===== config.mk =====
export PLATFORM = sky130hd
export DESIGN_NAME = adcc_top
export DESIGN_NICKNAME = d
export VERILOG_FILES = /design/src/rtl/adcc_top.v /design/src/rtl/adcc_pipe.v /design/src/rtl/adcc_buf2.v
export VERILOG_INCLUDE_DIRS = /design/src /design/src/rtl
export SDC_FILE = /design/constraint.sdc
export NUM_CORES = 2
export LEC_CHECK = 0
export CORE_MARGIN = 5
export CORE_UTILIZATION = 40
export CTS_CLUSTER_SIZE = 28
export DETAILED_ROUTE_END_ITERATION = 10
export DONT_BUFFER_PORTS = 1
export PLACE_DENSITY = 0.5
export SYNTH_ARGS = -nofsm -noshare
export SYNTH_HDL_FRONTEND = slang
export SYNTH_SLANG_ARGS = --single-unit
export TNS_END_PERCENT = 1

===== constraint.sdc =====
create_clock -name clk_sys -period 4.4 [get_ports clk_sys]
set_input_delay 0.44 -clock clk_sys [delete_from_list [all_inputs] [get_ports clk_sys]]
set_output_delay 0.44 -clock clk_sys [all_outputs]
set_load 0.05 [all_outputs]

===== src/rtl/adcc_consts.vh =====
// Constants of the converter control block: timing, offsets, fields.
// Assumes inclusion by the top design file of the block only; definitions only.
`ifndef ADCC_CONSTS_VH
`define ADCC_CONSTS_VH

// Clock period and timing figures in nanoseconds.
`define ADCC_CLK_NS 50
`define ADCC_SAMPLE_NS 500
`define ADCC_LAT12_NS 3500
`define ADCC_LAT8_NS 2500
`define ADCC_WIN4_NS 1500
// Cycle counts; least times round up.
`define ADCC_SAMPLE_CYC ((`ADCC_SAMPLE_NS + `ADCC_CLK_NS - 1) / `ADCC_CLK_NS)
`define ADCC_LAT12_CYC ((`ADCC_LAT12_NS + `ADCC_CLK_NS - 1) / `ADCC_CLK_NS)
`define ADCC_LAT8_CYC ((`ADCC_LAT8_NS + `ADCC_CLK_NS - 1) / `ADCC_CLK_NS)

// Register byte offsets.
`define ADCC_OFF_CTRL 12'h000
`define ADCC_OFF_STATUS 12'h004
`define ADCC_OFF_THRESH 12'h008
`define ADCC_OFF_SCAN 12'h00C
`define ADCC_OFF_CHCFG0 12'h010
`define ADCC_OFF_RESULT0 12'h020

// Control register fields.
`define ADCC_CTRL_EN 0
`define ADCC_CTRL_RES8 1
`define ADCC_CTRL_LADJ 2
`define ADCC_CTRL_PAD1 3
`define ADCC_CTRL_SGN 4
`define ADCC_CTRL_CONT 5
`define ADCC_CTRL_SCAN 6
`define ADCC_CTRL_EVEN 7
`define ADCC_CTRL_START_LSB 8
`define ADCC_CTRL_DMA_LSB 12

// Status register fields.
`define ADCC_STAT_DONE_LSB 0
`define ADCC_STAT_CMP_LSB 4
`define ADCC_STAT_BUSY 8

// Channel configuration fields.
`define ADCC_CH_SEL_LSB 0
`define ADCC_CH_GAIN_LSB 5
`define ADCC_CH_DIFF 8
`define ADCC_CH_CMPEN 9
`define ADCC_CH_ABOVE 10
`define ADCC_CH_CMPEV 11

// Reset values and codes.
`define ADCC_RST_CTRL 16'h0000
`define ADCC_RST_CHCFG 12'h000
`define ADCC_RST_THRESH 12'h000
`define ADCC_GAIN_UNITY 3'h1

`endif


===== src/rtl/adcc_top.v =====
// Converter control: channel scheduling, result format, compare, DMA.
// Assumes an APB master on clk_sys and an analog front end that presents
// the digitised code of the strobed input on rawCode.
//
// Overview of operation
// - Four channels, own input, result, start.
// - Eight- or twelve-bit result; eight is faster.
// - Left or right adjust, ones or zeros pad.
// - Unsigned or signed sixteen-bit result.
// - New sample accepted while earlier ones convert.
// - Finished result can be handed to DMA.
// - Threshold compare raises flag or event.
// - Event input may start conversions.
// - Single, continuous and scan modes.
// - Eight gain codes, half up to sixty-four.
// - Sixteen pins plus four internal sources.
// - Unity gain stage holds a second input.
// - Four samples fit inside 1.5 microseconds.
// - Latency 3.5 or 2.5 microseconds minimum.
// - Up to two million samples per second.
`timescale 1ns/1ps
`default_nettype none
`include "adcc_consts.vh"
module adcc_top #(
  parameter NCH = 4
) (
  // Clock and reset.
  input wire clk_sys,
  input wire reset,
  // APB slave.
  input wire psel,
  input wire penable,
  input wire pwrite,
  input wire [11:0] paddr,
  input wire [31:0] pwdata,
  output reg [31:0] prdata,
  output reg pready,
  output reg pslverr,
  // Event system.
  input wire evTrig,
  output reg [3:0] cmpEvent,
  // Analog front end.
  input wire [11:0] rawCode,
  output reg [4:0] muxSel,
  output reg [2:0] gainSel,
  output reg diffMode,
  output reg sampleStrobe,
  output reg gainHold,
  // Completion and DMA stream.
  output reg [3:0] doneFlag,
  output wire dmaValid,
  output wire [15:0] dmaData,
  output wire [1:0] dmaChan,
  input wire dmaReady
);
  // Control state.
  reg ctrlEn, res8, leftAdj, padOnes, signedRes, contMode, scanMode, evEn;
  reg [3:0] dmaEn;
  reg [11:0] thresh;
  reg [3:0] scanLen;
  reg [3:0] scanIdx;
  reg [11:0] chCfg [0:3];
  reg [15:0] result [0:3];
  reg [3:0] cmpFlag;
  reg [3:0] pending;
  reg [3:0] contMask;
  reg [11:0] rawMeta, rawSync;
  reg [3:0] slotCnt;
  reg slotTick;
  reg [1:0] dmaOut;
  reg pipeInValid;
  reg [14:0] pipeInData;
  wire pipeOutValid;
  wire [14:0] pipeOutData;
  wire bufInReady;
  wire [17:0] bufOut;
  reg [31:0] rdMux;
  reg mapped;
  reg [1:0] pickCh;
  reg [3:0] next_done;
  reg [3:0] next_cmp;

  // Last count of the sample slot divider and the control reset word.
  localparam [31:0] SLOT_LAST = `ADCC_SAMPLE_CYC - 1;
  localparam [15:0] RST_CTRL = `ADCC_RST_CTRL;

  // APB access phase completes on the edge that sees pready high.
  wire apbDone = psel & penable & pready;
  wire apbWr = apbDone & pwrite;
  wire apbRd = apbDone & ~pwrite;
  wire [1:0] regCh = paddr[3:2];
  wire isCfg = (paddr[11:4] == `ADCC_OFF_CHCFG0 >> 4);
  wire isRes = (paddr[11:4] == `ADCC_OFF_RESULT0 >> 4);
  wire ctrlWr = apbWr & (paddr == `ADCC_OFF_CTRL);
  wire [3:0] startWr = ctrlWr ? pwdata[`ADCC_CTRL_START_LSB +: 4] : 4'h0;
  wire [3:0] evStart = (evTrig & evEn) ? 4'hF : 4'h0;

  // Formats a raw code into the sixteen-bit result word.
  function [15:0] fmtRes;
    input [11:0] v;
    input r8, la, p1, sg;
    reg pad;
    begin
      pad = sg ? v[11] : p1;
      if (la) begin
        fmtRes = r8 ? {v[11:4], {8{p1}}} : {v, {4{p1}}};
      end else begin
        fmtRes = r8 ? {{8{pad}}, v[11:4]} : {{4{pad}}, v};
      end
    end
  endfunction

  // Unsigned or signed threshold test; flipping the sign bit orders both.
  function cmpHit;
    input [11:0] v, t;
    input sg, above;
    reg [11:0] a, b;
    begin
      a = v ^ {sg, 11'h000};
      b = t ^ {sg, 11'h000};
      cmpHit = above ? (a > b) : (a < b);
    end
  endfunction

  // The front-end code crosses in through two flip-flops.
  always @(posedge clk_sys) begin
    if (reset) begin
      rawMeta <= 12'h000;
      rawSync <= 12'h000;
    end else begin
      rawMeta <= rawCode;
      rawSync <= rawMeta;
    end
  end

  // Sample slot divider: one sample every 500 ns.
  always @(posedge clk_sys) begin
    if (reset) begin
      slotCnt <= 4'h0;
      slotTick <= 1'b0;
    end else if ({28'h0000000, slotCnt} == SLOT_LAST) begin
      slotCnt <= 4'h0;
      slotTick <= 1'b1;
    end else begin
      slotCnt <= slotCnt + 4'h1;
      slotTick <= 1'b0;
    end
  end

  // Lowest pending channel wins the slot.
  always @* begin
    pickCh = 2'd3;
    if (pending[0]) begin
      pickCh = 2'd0;
    end else if (pending[1]) begin
      pickCh = 2'd1;
    end else if (pending[2]) begin
      pickCh = 2'd2;
    end
  end

  // A DMA-bound sample waits until its buffer place is reserved.
  wire [11:0] pickCfg = chCfg[pickCh];
  wire pickDma = dmaEn[pickCh];
  wire canIssue = ctrlEn & slotTick & (pending != 4'h0) &
                  ~(pickDma & (dmaOut == 2'd2));
  wire scanStep = scanMode & (pickCh == 2'd0);
  wire scanMore = scanStep & (scanIdx != scanLen);

  // Start control, sampling and scan stepping.
  always @(posedge clk_sys) begin
    if (reset) begin
      pending <= 4'h0;
      contMask <= 4'h0;
      scanIdx <= 4'h0;
      muxSel <= 5'h00;
      gainSel <= `ADCC_GAIN_UNITY;
      diffMode <= 1'b0;
      sampleStrobe <= 1'b0;
      gainHold <= 1'b0;
      pipeInValid <= 1'b0;
      pipeInData <= 15'h0000;
    end else begin
      sampleStrobe <= canIssue;
      pipeInValid <= canIssue;
      if ((startWr | evStart) != 4'h0) begin
        contMask <= startWr | evStart;
      end
      if (canIssue) begin
        muxSel <= pickCfg[`ADCC_CH_SEL_LSB +: 5] +
                  (scanStep ? {1'b0, scanIdx} : 5'h00);
        gainSel <= pickCfg[`ADCC_CH_GAIN_LSB +: 3];
        diffMode <= pickCfg[`ADCC_CH_DIFF];
        gainHold <= pickCfg[`ADCC_CH_DIFF] &
                    (pickCfg[`ADCC_CH_GAIN_LSB +: 3] == `ADCC_GAIN_UNITY);
        pipeInData <= {pickDma, pickCh, rawSync};
        scanIdx <= scanMore ? scanIdx + 4'h1 : 4'h0;
      end
      // A start request arriving in the issuing cycle is kept.
      if (canIssue & ~scanMore) begin
        pending <= (pending & ~(4'h1 << pickCh)) | startWr | evStart;
      end else if (ctrlEn & contMode & (pending == 4'h0)) begin
        pending <= contMask | startWr | evStart;
      end else begin
        pending <= pending | startWr | evStart;
      end
    end
  end

  adcc_pipe #(
    .WIDTH(15),
    .LONG(`ADCC_LAT12_CYC),
    .SHORT(`ADCC_LAT8_CYC)
  ) uPipe (
    .clk_sys(clk_sys),
    .reset(reset),
    .inValid(pipeInValid),
    .inData(pipeInData),
    .shortRes(res8),
    .outValid(pipeOutValid),
    .outData(pipeOutData)
  );

  wire [1:0] outCh = pipeOutData[13:12];
  wire [11:0] outCode = pipeOutData[11:0];
  wire [11:0] outCmpCode = res8 ? {outCode[11:4], 4'h0} : outCode;
  wire [11:0] outCfg = chCfg[outCh];
  wire [15:0] outWord = fmtRes(outCode, res8, leftAdj, padOnes, signedRes);
  wire outHit = outCfg[`ADCC_CH_CMPEN] &
                cmpHit(outCmpCode, thresh, signedRes, outCfg[`ADCC_CH_ABOVE]);
  wire dmaPop = dmaValid & dmaReady;

  // DMA-bound results leave through the buffer; a stall reaches the issue gate.
  adcc_buf2 #(
    .WIDTH(18)
  ) uBuf (
    .clk_sys(clk_sys),
    .reset(reset),
    .inValid(pipeOutValid & pipeOutData[14]),
    .inReady(bufInReady),
    .inData({outCh, outWord}),
    .outValid(dmaValid),
    .outReady(dmaReady),
    .outData(bufOut)
  );
  assign dmaChan = bufOut[17:16];
  assign dmaData = bufOut[15:0];

  // DMA places held by samples in flight plus words in the buffer.
  always @(posedge clk_sys) begin
    if (reset) begin
      dmaOut <= 2'd0;
    end else if ((canIssue & pickDma) & ~dmaPop) begin
      dmaOut <= dmaOut + 2'd1;
    end else if (dmaPop & ~(canIssue & pickDma)) begin
      dmaOut <= dmaOut - 2'd1;
    end
  end

  // Done and compare flags: a new set wins over any clear.
  always @* begin
    next_done = doneFlag;
    next_cmp = cmpFlag;
    if (apbWr & (paddr == `ADCC_OFF_STATUS)) begin
      next_done = next_done & ~pwdata[`ADCC_STAT_DONE_LSB +: 4];
      next_cmp = next_cmp & ~pwdata[`ADCC_STAT_CMP_LSB +: 4];
    end
    if (apbRd & isRes) begin
      next_done = next_done & ~(4'h1 << regCh);
    end
    if (dmaPop) begin
      next_done = next_done & ~(4'h1 << dmaChan);
    end
    if (pipeOutValid) begin
      next_done = next_done | (4'h1 << outCh);
      next_cmp = next_cmp | ({3'h0, outHit} << outCh);
    end
  end

  // Result storage, flags and compare events per channel.
  always @(posedge clk_sys) begin
    if (reset) begin
      doneFlag <= 4'h0;
      cmpFlag <= 4'h0;
      cmpEvent <= 4'h0;
      result[0] <= 16'h0000;
      result[1] <= 16'h0000;
      result[2] <= 16'h0000;
      result[3] <= 16'h0000;
    end else begin
      doneFlag <= next_done;
      cmpFlag <= next_cmp;
      cmpEvent <= 4'h0;
      if (pipeOutValid) begin
        result[outCh] <= outWord;
        cmpEvent <= {3'h0, outHit & outCfg[`ADCC_CH_CMPEV]} << outCh;
      end
    end
  end

  // Register writes.
  always @(posedge clk_sys) begin
    if (reset) begin
      {dmaEn, evEn, scanMode, contMode, signedRes, padOnes, leftAdj, res8,
       ctrlEn} <= {RST_CTRL[15:12], RST_CTRL[7:0]};
      thresh <= `ADCC_RST_THRESH;
      scanLen <= 4'h0;
      chCfg[0] <= `ADCC_RST_CHCFG;
      chCfg[1] <= `ADCC_RST_CHCFG;
      chCfg[2] <= `ADCC_RST_CHCFG;
      chCfg[3] <= `ADCC_RST_CHCFG;
    end else if (apbWr) begin
      if (paddr == `ADCC_OFF_CTRL) begin
        ctrlEn <= pwdata[`ADCC_CTRL_EN];
        res8 <= pwdata[`ADCC_CTRL_RES8];
        leftAdj <= pwdata[`ADCC_CTRL_LADJ];
        padOnes <= pwdata[`ADCC_CTRL_PAD1];
        signedRes <= pwdata[`ADCC_CTRL_SGN];
        contMode <= pwdata[`ADCC_CTRL_CONT];
        scanMode <= pwdata[`ADCC_CTRL_SCAN];
        evEn <= pwdata[`ADCC_CTRL_EVEN];
        dmaEn <= pwdata[`ADCC_CTRL_DMA_LSB +: 4];
      end
      if (paddr == `ADCC_OFF_THRESH) begin
        thresh <= pwdata[11:0];
      end
      if (paddr == `ADCC_OFF_SCAN) begin
        scanLen <= pwdata[3:0];
      end
      if (isCfg) begin
        chCfg[regCh] <= pwdata[11:0];
      end
    end
  end

  // Read data and decode of mapped addresses.
  always @* begin
    rdMux = 32'h00000000;
    mapped = 1'b1;
    if (paddr == `ADCC_OFF_CTRL) begin
      rdMux = {16'h0000, dmaEn, 4'h0, evEn, scanMode, contMode, signedRes,
               padOnes, leftAdj, res8, ctrlEn};
    end else if (paddr == `ADCC_OFF_STATUS) begin
      rdMux = {23'h000000, (pending != 4'h0), cmpFlag, doneFlag};
    end else if (paddr == `ADCC_OFF_THRESH) begin
      rdMux = {20'h00000, thresh};
    end else if (paddr == `ADCC_OFF_SCAN) begin
      rdMux = {28'h0000000, scanLen};
    end else if (isCfg & (paddr[1:0] == 2'b00)) begin
      rdMux = {20'h00000, chCfg[regCh]};
    end else if (isRes & (paddr[1:0] == 2'b00)) begin
      rdMux = {16'h0000, result[regCh]};
    end else begin
      mapped = 1'b0;
    end
  end

  // One wait state: pready rises in the second access cycle.
  always @(posedge clk_sys) begin
    if (reset) begin
      pready <= 1'b0;
      pslverr <= 1'b0;
      prdata <= 32'h00000000;
    end else begin
      pready <= psel & penable & ~pready;
      pslverr <= psel & penable & ~pready & ~mapped;
      if (psel & penable & ~pready & ~pwrite) begin
        prdata <= rdMux;
      end
    end
  end
endmodule
`default_nettype wire


===== src/rtl/adcc_pipe.v =====
// Conversion pipeline model: carries each sample's tag to its result.
// Assumes one clock, synchronous reset and a new entry at most per cycle.
`timescale 1ns/1ps
`default_nettype none
module adcc_pipe #(
  parameter WIDTH = 15,
  parameter LONG = 70,
  parameter SHORT = 50
) (
  // Clock and reset.
  input wire clk_sys,
  input wire reset,
  // Entry side.
  input wire inValid,
  input wire [WIDTH-1:0] inData,
  input wire shortRes,
  // Exit side.
  output reg outValid,
  output reg [WIDTH-1:0] outData
);
  reg [WIDTH:0] stage [0:LONG-2];
  genvar i;

  // First stage takes a new sample even while older ones are in flight.
  always @(posedge clk_sys) begin
    if (reset) begin
      stage[0] <= {(WIDTH+1){1'b0}};
    end else begin
      stage[0] <= {inValid, inData};
    end
  end

  // Every later stage shifts one place per cycle.
  generate
    for (i = 1; i < LONG - 1; i = i + 1) begin : gStage
      always @(posedge clk_sys) begin
        if (reset) begin
          stage[i] <= {(WIDTH+1){1'b0}};
        end else begin
          stage[i] <= stage[i-1];
        end
      end
    end
  endgenerate

  // The short result leaves at an earlier tap.
  always @(posedge clk_sys) begin
    if (reset) begin
      outValid <= 1'b0;
      outData <= {WIDTH{1'b0}};
    end else if (shortRes) begin
      {outValid, outData} <= stage[SHORT-2];
    end else begin
      {outValid, outData} <= stage[LONG-2];
    end
  end
endmodule
`default_nettype wire


===== src/rtl/adcc_buf2.v =====
// Two-entry buffer with valid and ready on both sides.
// Assumes one clock and synchronous reset; the head word sits in slot 0.
`timescale 1ns/1ps
`default_nettype none
module adcc_buf2 #(
  parameter WIDTH = 18
) (
  // Clock and reset.
  input wire clk_sys,
  input wire reset,
  // Filling side.
  input wire inValid,
  output reg inReady,
  input wire [WIDTH-1:0] inData,
  // Draining side.
  output reg outValid,
  input wire outReady,
  output reg [WIDTH-1:0] outData
);
  reg [WIDTH-1:0] slot1;
  reg [1:0] count;
  wire push = inValid & inReady;
  wire pop = outValid & outReady;
  reg [1:0] next_count;

  // Occupancy after this cycle's push and pop.
  always @* begin
    next_count = count;
    if (push & ~pop) begin
      next_count = count + 2'd1;
    end else if (pop & ~push) begin
      next_count = count - 2'd1;
    end
  end

  // Words move toward slot 0; full and empty come from the count.
  always @(posedge clk_sys) begin
    if (reset) begin
      count <= 2'd0;
      outValid <= 1'b0;
      inReady <= 1'b1;
      outData <= {WIDTH{1'b0}};
      slot1 <= {WIDTH{1'b0}};
    end else begin
      count <= next_count;
      outValid <= (next_count != 2'd0);
      inReady <= (next_count != 2'd2);
      if (pop) begin
        outData <= (count == 2'd2) ? slot1 : inData;
        if (count == 2'd2 && push) begin
          slot1 <= inData;
        end
      end else if (push) begin
        if (count == 2'd0) begin
          outData <= inData;
        end else begin
          slot1 <= inData;
        end
      end
    end
  end
endmodule
`default_nettype wire


**Word level (Yosys, flattened, before mapping)**

Memory sizes are Yosys's and may differ from the RTL's. A register that Yosys moved wholly into a read port is not among the register bits.
Index checks and enable logic that the tools add are counted.

- Register bits after elaboration: 199
- Output and inout port bits: 72
- RAM bits: 1216
- Memories kept: 3
- Bits of input ports: 63

Memory list:

| name | depth | width | rd ports | clocked after Yosys merged registers in | wr ports | line | text |
|---|---|---|---|---|---|---|---|
| uPipe.stage | 69 | 16 | 69 | 0 | 69 | adcc_pipe.v:21 | `reg [WIDTH:0] stage [0:LONG-2];` |
| result | 4 | 16 | 1 | 0 | 4 | adcc_top.v:63 | `reg [15:0] result [0:3];` |
| chCfg | 4 | 12 | 3 | 1 | 4 | adcc_top.v:62 | `reg [11:0] chCfg [0:3];` |

- Equality and inequality tests: 13
- Multiplexer cells: 136
- Shift-type cells: 6
- Reduce and logical (&&, ||, !) cells: 21
- Magnitude comparators: 3
- Bitwise gates (word level): 132
- $add $sub $neg: 7

Operator list:

| cell | number |
|---|---|
| $mux W16 | 77 |
| $mux W18 | 8 |
| $or A1 B1 Y1 | 69 |
| $mux W4 | 13 |
| $or A4 B4 Y4 | 9 |
| $and A1 B1 Y1 | 33 |
| $eq A12 B4 Y1 const B | 2 |
| $mux W1 | 24 |
| $mux W12 | 2 |
| $xor A12 B12 Y12 | 2 |
| $and A4 B4 Y4 | 5 |
| $not A4 Y4 | 5 |
| $mux W2 | 9 |
| $reduce_or A16 Y1 | 1 |
| $shl A1 B2 Y4 const A | 4 |
| $mux W15 | 1 |
| $eq A12 B3 Y1 const B | 1 |
| $gt A12 B12 Y1 | 1 |
| $logic_not A12 Y1 | 1 |
| $lt A12 B12 Y1 | 1 |
| $reduce_or A12 Y1 | 1 |
| $not A1 Y1 | 9 |
| $add A4 B1 Y4 const B | 2 |
| $eq A8 B1 Y1 const B | 1 |
| 22 further kinds | 37 |

**Longest topological paths before layout**

- Word-level depth: 13
- Depth in mapped cells: 12

**By module**

From an unflattened synthesis, not the netlist that was laid out.

- Cells, all modules: 3713
- Area total of the unflattened synthesis: 42982.5 um2

By module, submodules not included:

| module | cells an instance | area an instance (um2) | instances |
|---|---|---|---|
| adcc_pipe | 2382 | 30035.1 | 1 |
| adcc_top | 1124 | 11252.0 | 1 |
| adcc_buf2 | 207 | 1695.4 | 1 |

**Worst setup path before layout**

No wires, ideal clock.

- Path kind: reg2reg
- From: register pending[1]
- To: register muxSel[4]
- Slack: 2.016 ns
- Library setup time: 0.122 ns
- Cell stages (with the launch flop): 12
- Arrival: 2.262 ns
- Clock period less this slack: 2.384 ns
- Path buffers: 2
- Cell sequence: dfxtp_1 > clkbuf_1 > clkbuf_1 > nor2_1 > a21oi_1 > o21ai_0 > ha_1 > fa_1 > a21o_1 > a21oi_1 > xnor2_1 > a21oi_1

- Word-level cells in the longest chain between the ends: 7
- Elaborated cells on any way between the ends: 14

Ends and longest elaborated chain:

| element | line | text |
|---|---|---|
| start: declaration | adcc_top.v:65 | `reg [3:0] pending;` |
| start signal: assignment | adcc_top.v:201 | `pending <= (pending & ~(4'h1 << pickCh)) \| startWr \| evStart;` |
| start signal: assignment | adcc_top.v:203 | `pending <= contMask \| startWr \| evStart;` |
| start signal: assignment | adcc_top.v:205 | `pending <= pending \| startWr \| evStart;` |
| branches (longest 7 deep; another with $add A5 B4 Y5) | -- |  |
| end signal: assignment | adcc_top.v:190 | `` muxSel <= pickCfg[`ADCC_CH_SEL_LSB +: 5] + `` |
| end: declaration | adcc_top.v:44 | `output reg [4:0] muxSel,` |

Parallel ways; which one is timed is not known. The select of a mux whose other input is x is not followed.
A chain may end at the register's enable or synchronous reset.

==> flow_metrics.py <==
metrics = {
    "status": {
        "outcome": "complete, but fails checks",
        "violations": "hold timing, slew limit",
    },
    "hold_path": {
        "hold_path.class": "in2reg",
        "min_path_cells": 1,
        "hold_path_end": "padOnes",
        "hp-start": "reset",
    },
    "clock_network": {
        "clock-sinks": 1399,
        "htree_levels": 4,
        "clockBufferDepth": 3,
        "numCtsBuffers": 145,
        "clk_latency_ps": 720,
        "path_clk_slew_ps": 50,
        "cts_root_buf": "clkbuf_16",
        "cts_tree": "built",
    },
    "timing": {
        "fmax_ghz": 0.262,
        "setup_viol": 0,
        "rsz0062_at_grt": "false",
        "post-route-period-util_pct": 86.9,
        "worst_pin_slew_ps": 4130,
        "min_period_ps": 3820,
        "hold_ws_ps": -56.3,
        "final.setup.tns_ps": 0,
        "relSlewSlack_pct": -175,
        "final_hold_viol_count": 3,
        "finClkSkew_ps": 28.5,
        "setup_slack_ps": 576,
        "slew_viol_final": 748,
    },
    "power_and_ir_drop": {
        "p_leak_nw": 21.4,
        "powerDensity_mw_per_mm2": 484,
        "vdd_drop_max_mv": 0.286,
    },
    "finish": {
        "finalNetCount": 4098,
        "drive_above_1_share_pct": 7.23,
        "syn_to_final_growth_pct": 22.8,
    },
    "global_routing": {
        "grt_pass1_vias": 24300,
        "grt_pass1_wl_mm": 129,
        "grt_max_degree": 993,
        "antenna_found_initial": 3,
        "grt.total_usage_pct": 14.0,
        "overflow": 0,
    },
    "critical_path": {
        "worst_ep_required_time_ps": 4740,
        "r2r_cells": 7,
        "path_class": "in2reg",
        "cp-start-kind": "input port",
        "critical_path.reg2reg.endpoint": "uBuf.outData[0]",
        "cp_slowest_cell": "inv_1",
        "reg2reg_from": "uBuf.outValid",
        "end_kind": "flip-flop",
        "path_max_fanout": 992,
        "reg2reg_slack_ps": 1060,
        "cp.arrival_ps": 4160,
        "crit_top_cell": "nand2_1",
        "slowest_delay_ps": 1160,
        "crit_chain": "inv_1 -> nand2_1 -> or2_2 -> nand2_1",
    },
    "logic_synthesis": {
        "netlist.area_leader.share_pct": 60.0,
        "yosysSeqAreaShare_pct": 67.8,
        "synthCells": 3668,
        "async_reset_ff_share_pct": 0,
        "syn_avg_cell_area_um2": 11.7,
        "ys_warn_count": 0,
        "synth_edf_count": 112,
        "ys_ff_latch": 1399,
        "netlist_area_mm2": 0.0430,
        "synth_top_cell_by_area": "dfxtp_1",
        "synthFlopType": "dfxtp_1",
        "synthDistinctLibCells": 63,
        "ys_top_cells_by_area": "dfxtp_1 60%, nor2b_1 17%, edfxtp_1 7.8%, mux4_2 1.8%, mux2i_1 1.7%",
    },
    "die": {
        "start_util_pct": 40.2,
        "ios": 135,
        "die_h_um": 338,
        "die-area_mm2": 0.114,
        "coreArea_mm2": 0.107,
        "die_x_um": 338,
        "fp-row-count": 120,
    },
    "drt": {
        "num_vias": 24700,
        "drtIter0Drc": 1328,
        "vias_per_cell": 4.47,
        "drc": 0,
        "routed_wl_mm": 78.8,
        "first_pass_iters": 7,
        "ant_nets": 0,
        "route.detailed.wl_per_inst_um": 14.2,
    },
    "placement": {
        "portBuffers": 0,
        "place_congestion": 0.810,
        "hpwlAfterDp_mm": 39.5,
        "pre_cts_ws_ps": 1420,
    },
    "run": {
        "max_cap_viol_count": 0,
    },
}
through the flow:
step           area [µm²]  std cells  util, %  total power, W
2_1_floorplan       43000       3683        -          0.0136
3_3_place_gp        43900       4872     41.1          0.0135
3_5_place_dp        43900       4872     41.1          0.0135
4_1_cts             52700       5526     49.3          0.0260
5_1_grt             52800       5528     49.4          0.0266
6_report            52800       5529     49.4          0.0256
Yosys cell counts (7+ instances only):
| library cell | count |
|---|---|
| dfxtp_1 | 1287 |
| nor2b_1 | 1142 |
| nor2_1 | 199 |
| clkbuf_1 | 178 |
| nand2_1 | 128 |
| edfxtp_1 | 112 |
| a21oi_1 | 82 |
| mux2i_1 | 75 |
| o21ai_0 | 58 |
| and3_1 | 45 |
| inv_1 | 38 |
| mux4_2 | 35 |
| buf_2 | 23 |
| buf_4 | 23 |
| and2_1 | 22 |
| ha_1 | 22 |
| nor3_1 | 20 |
| nand3_1 | 17 |
| nand2b_1 | 12 |
| o211ai_1 | 11 |
| a211oi_1 | 10 |
| xnor2_1 | 10 |
| o21ai_1 | 9 |
| a22oi_1 | 8 |
| nand4_1 | 8 |
| nor4_1 | 8 |
| or2_2 | 8 |
| a21o_1 | 7 |
cell families after synthesis:
group	count (synthesis)	synth area share (%)
XOR/XNOR	13	0.265
flip-flops	1399	67.8
buffers and inverters	271	2.67
adder cells (fa/ha/maj)	23	0.687
other	1	0.00873
AO/OA/AOI/OAI	224	3.15
multiplexers	112	3.63
AND/OR/NAND/NOR	1625	21.8
worst max path at each step:
stage / end / cells after the start / startpoint / slack [ps]
global route: uBuf.outData[9] / 7 / uBuf.outValid / 740
finish: result[0][13] / 4 / reset / 580
floorplan: muxSel[4] / 11 / pending[1] / 2020
detailed placement: pending[2] / 7 / pending[2] / 1420
global placement: chCfg[2][9] / 6 / pready / 1480
CTS: uBuf.outData[12] / 7 / uBuf.outValid / 1060
layout make-up:
cell class                 instances  area (µm²)
clock buffer                     220        4360
sequential                      1399       29100
clock inverter                    39         479
timing repair buffer             414        4130
antenna                            2        5.00
multi-input combinational       2013       12800
fill                            9688       54100
inverter                          39         146
tap                             1403        1760
critical path: cells and delay by family:
kind | cells | cell delay (ps)
buffers and inverters | 1 | 1160
AND/OR/NAND/NOR | 3 | 1360
per-layer routing:
metal | vias to the layer above | routed length, µm | global-route usage [%]
met1 | 11800 | 37700 | 18.7
met5 | - | 13 | 0
met3 | 172 | 3740 | 3.23
met4 | 2 | 2510 | 5.70
met2 | 389 | 34800 | 22.0
li1 | 12400 | - | -
layout by cell type, fill, tap and decap left out, types with 45 or more instances in the layout:
master and n:
edfxtp_1 112, dfxtp_1 1287, nor2b_1 1142, o21ai_0 57
a21oi_1 82, clkbuf_16 149, nor2_1 199, dlygate4sd3_1 394
and3_1 45, nand2_1 128, mux2i_1 75
power by group:
group / internal, W / switching [W] / leakage [nW] / total (W)
logic: 0.000141 / 0.000225 / 7.46 / 0.000366
registers: 0.0129 / 0.000106 / 11.5 / 0.0130
clock network: 0.00740 / 0.00479 / 2.39 / 0.0122
total: 0.0204 / 0.00513 / 21.4 / 0.0256
sequential cells by signal, indices dropped and copies added (netlist names), 2 cells and up:
signal / cells
uPipe.outData: 15
pipeInData: 15
chCfg: 48
uBuf.slot1: 18
cmpEvent: 4
contMask: 4
cmpFlag: 4
result: 64
uBuf.outData: 18
uBuf.count: 2
prdata: 16
scanIdx: 4
slotCnt: 4
gainSel: 3
rawSync: 12
doneFlag: 4
thresh: 12
muxSel: 5
uPipe.stage: 1104
dmaEn: 4
scanLen: 4
dmaOut: 2
rawMeta: 12
pending: 4
timing repair:
item | CTS | global route
buffers inserted | 0 | 0
hold buffers | 395 | 1
hold endpoints to repair | 687 | 1
resized for setup | 0 | 0
Power figures use the tool's default switching activity.
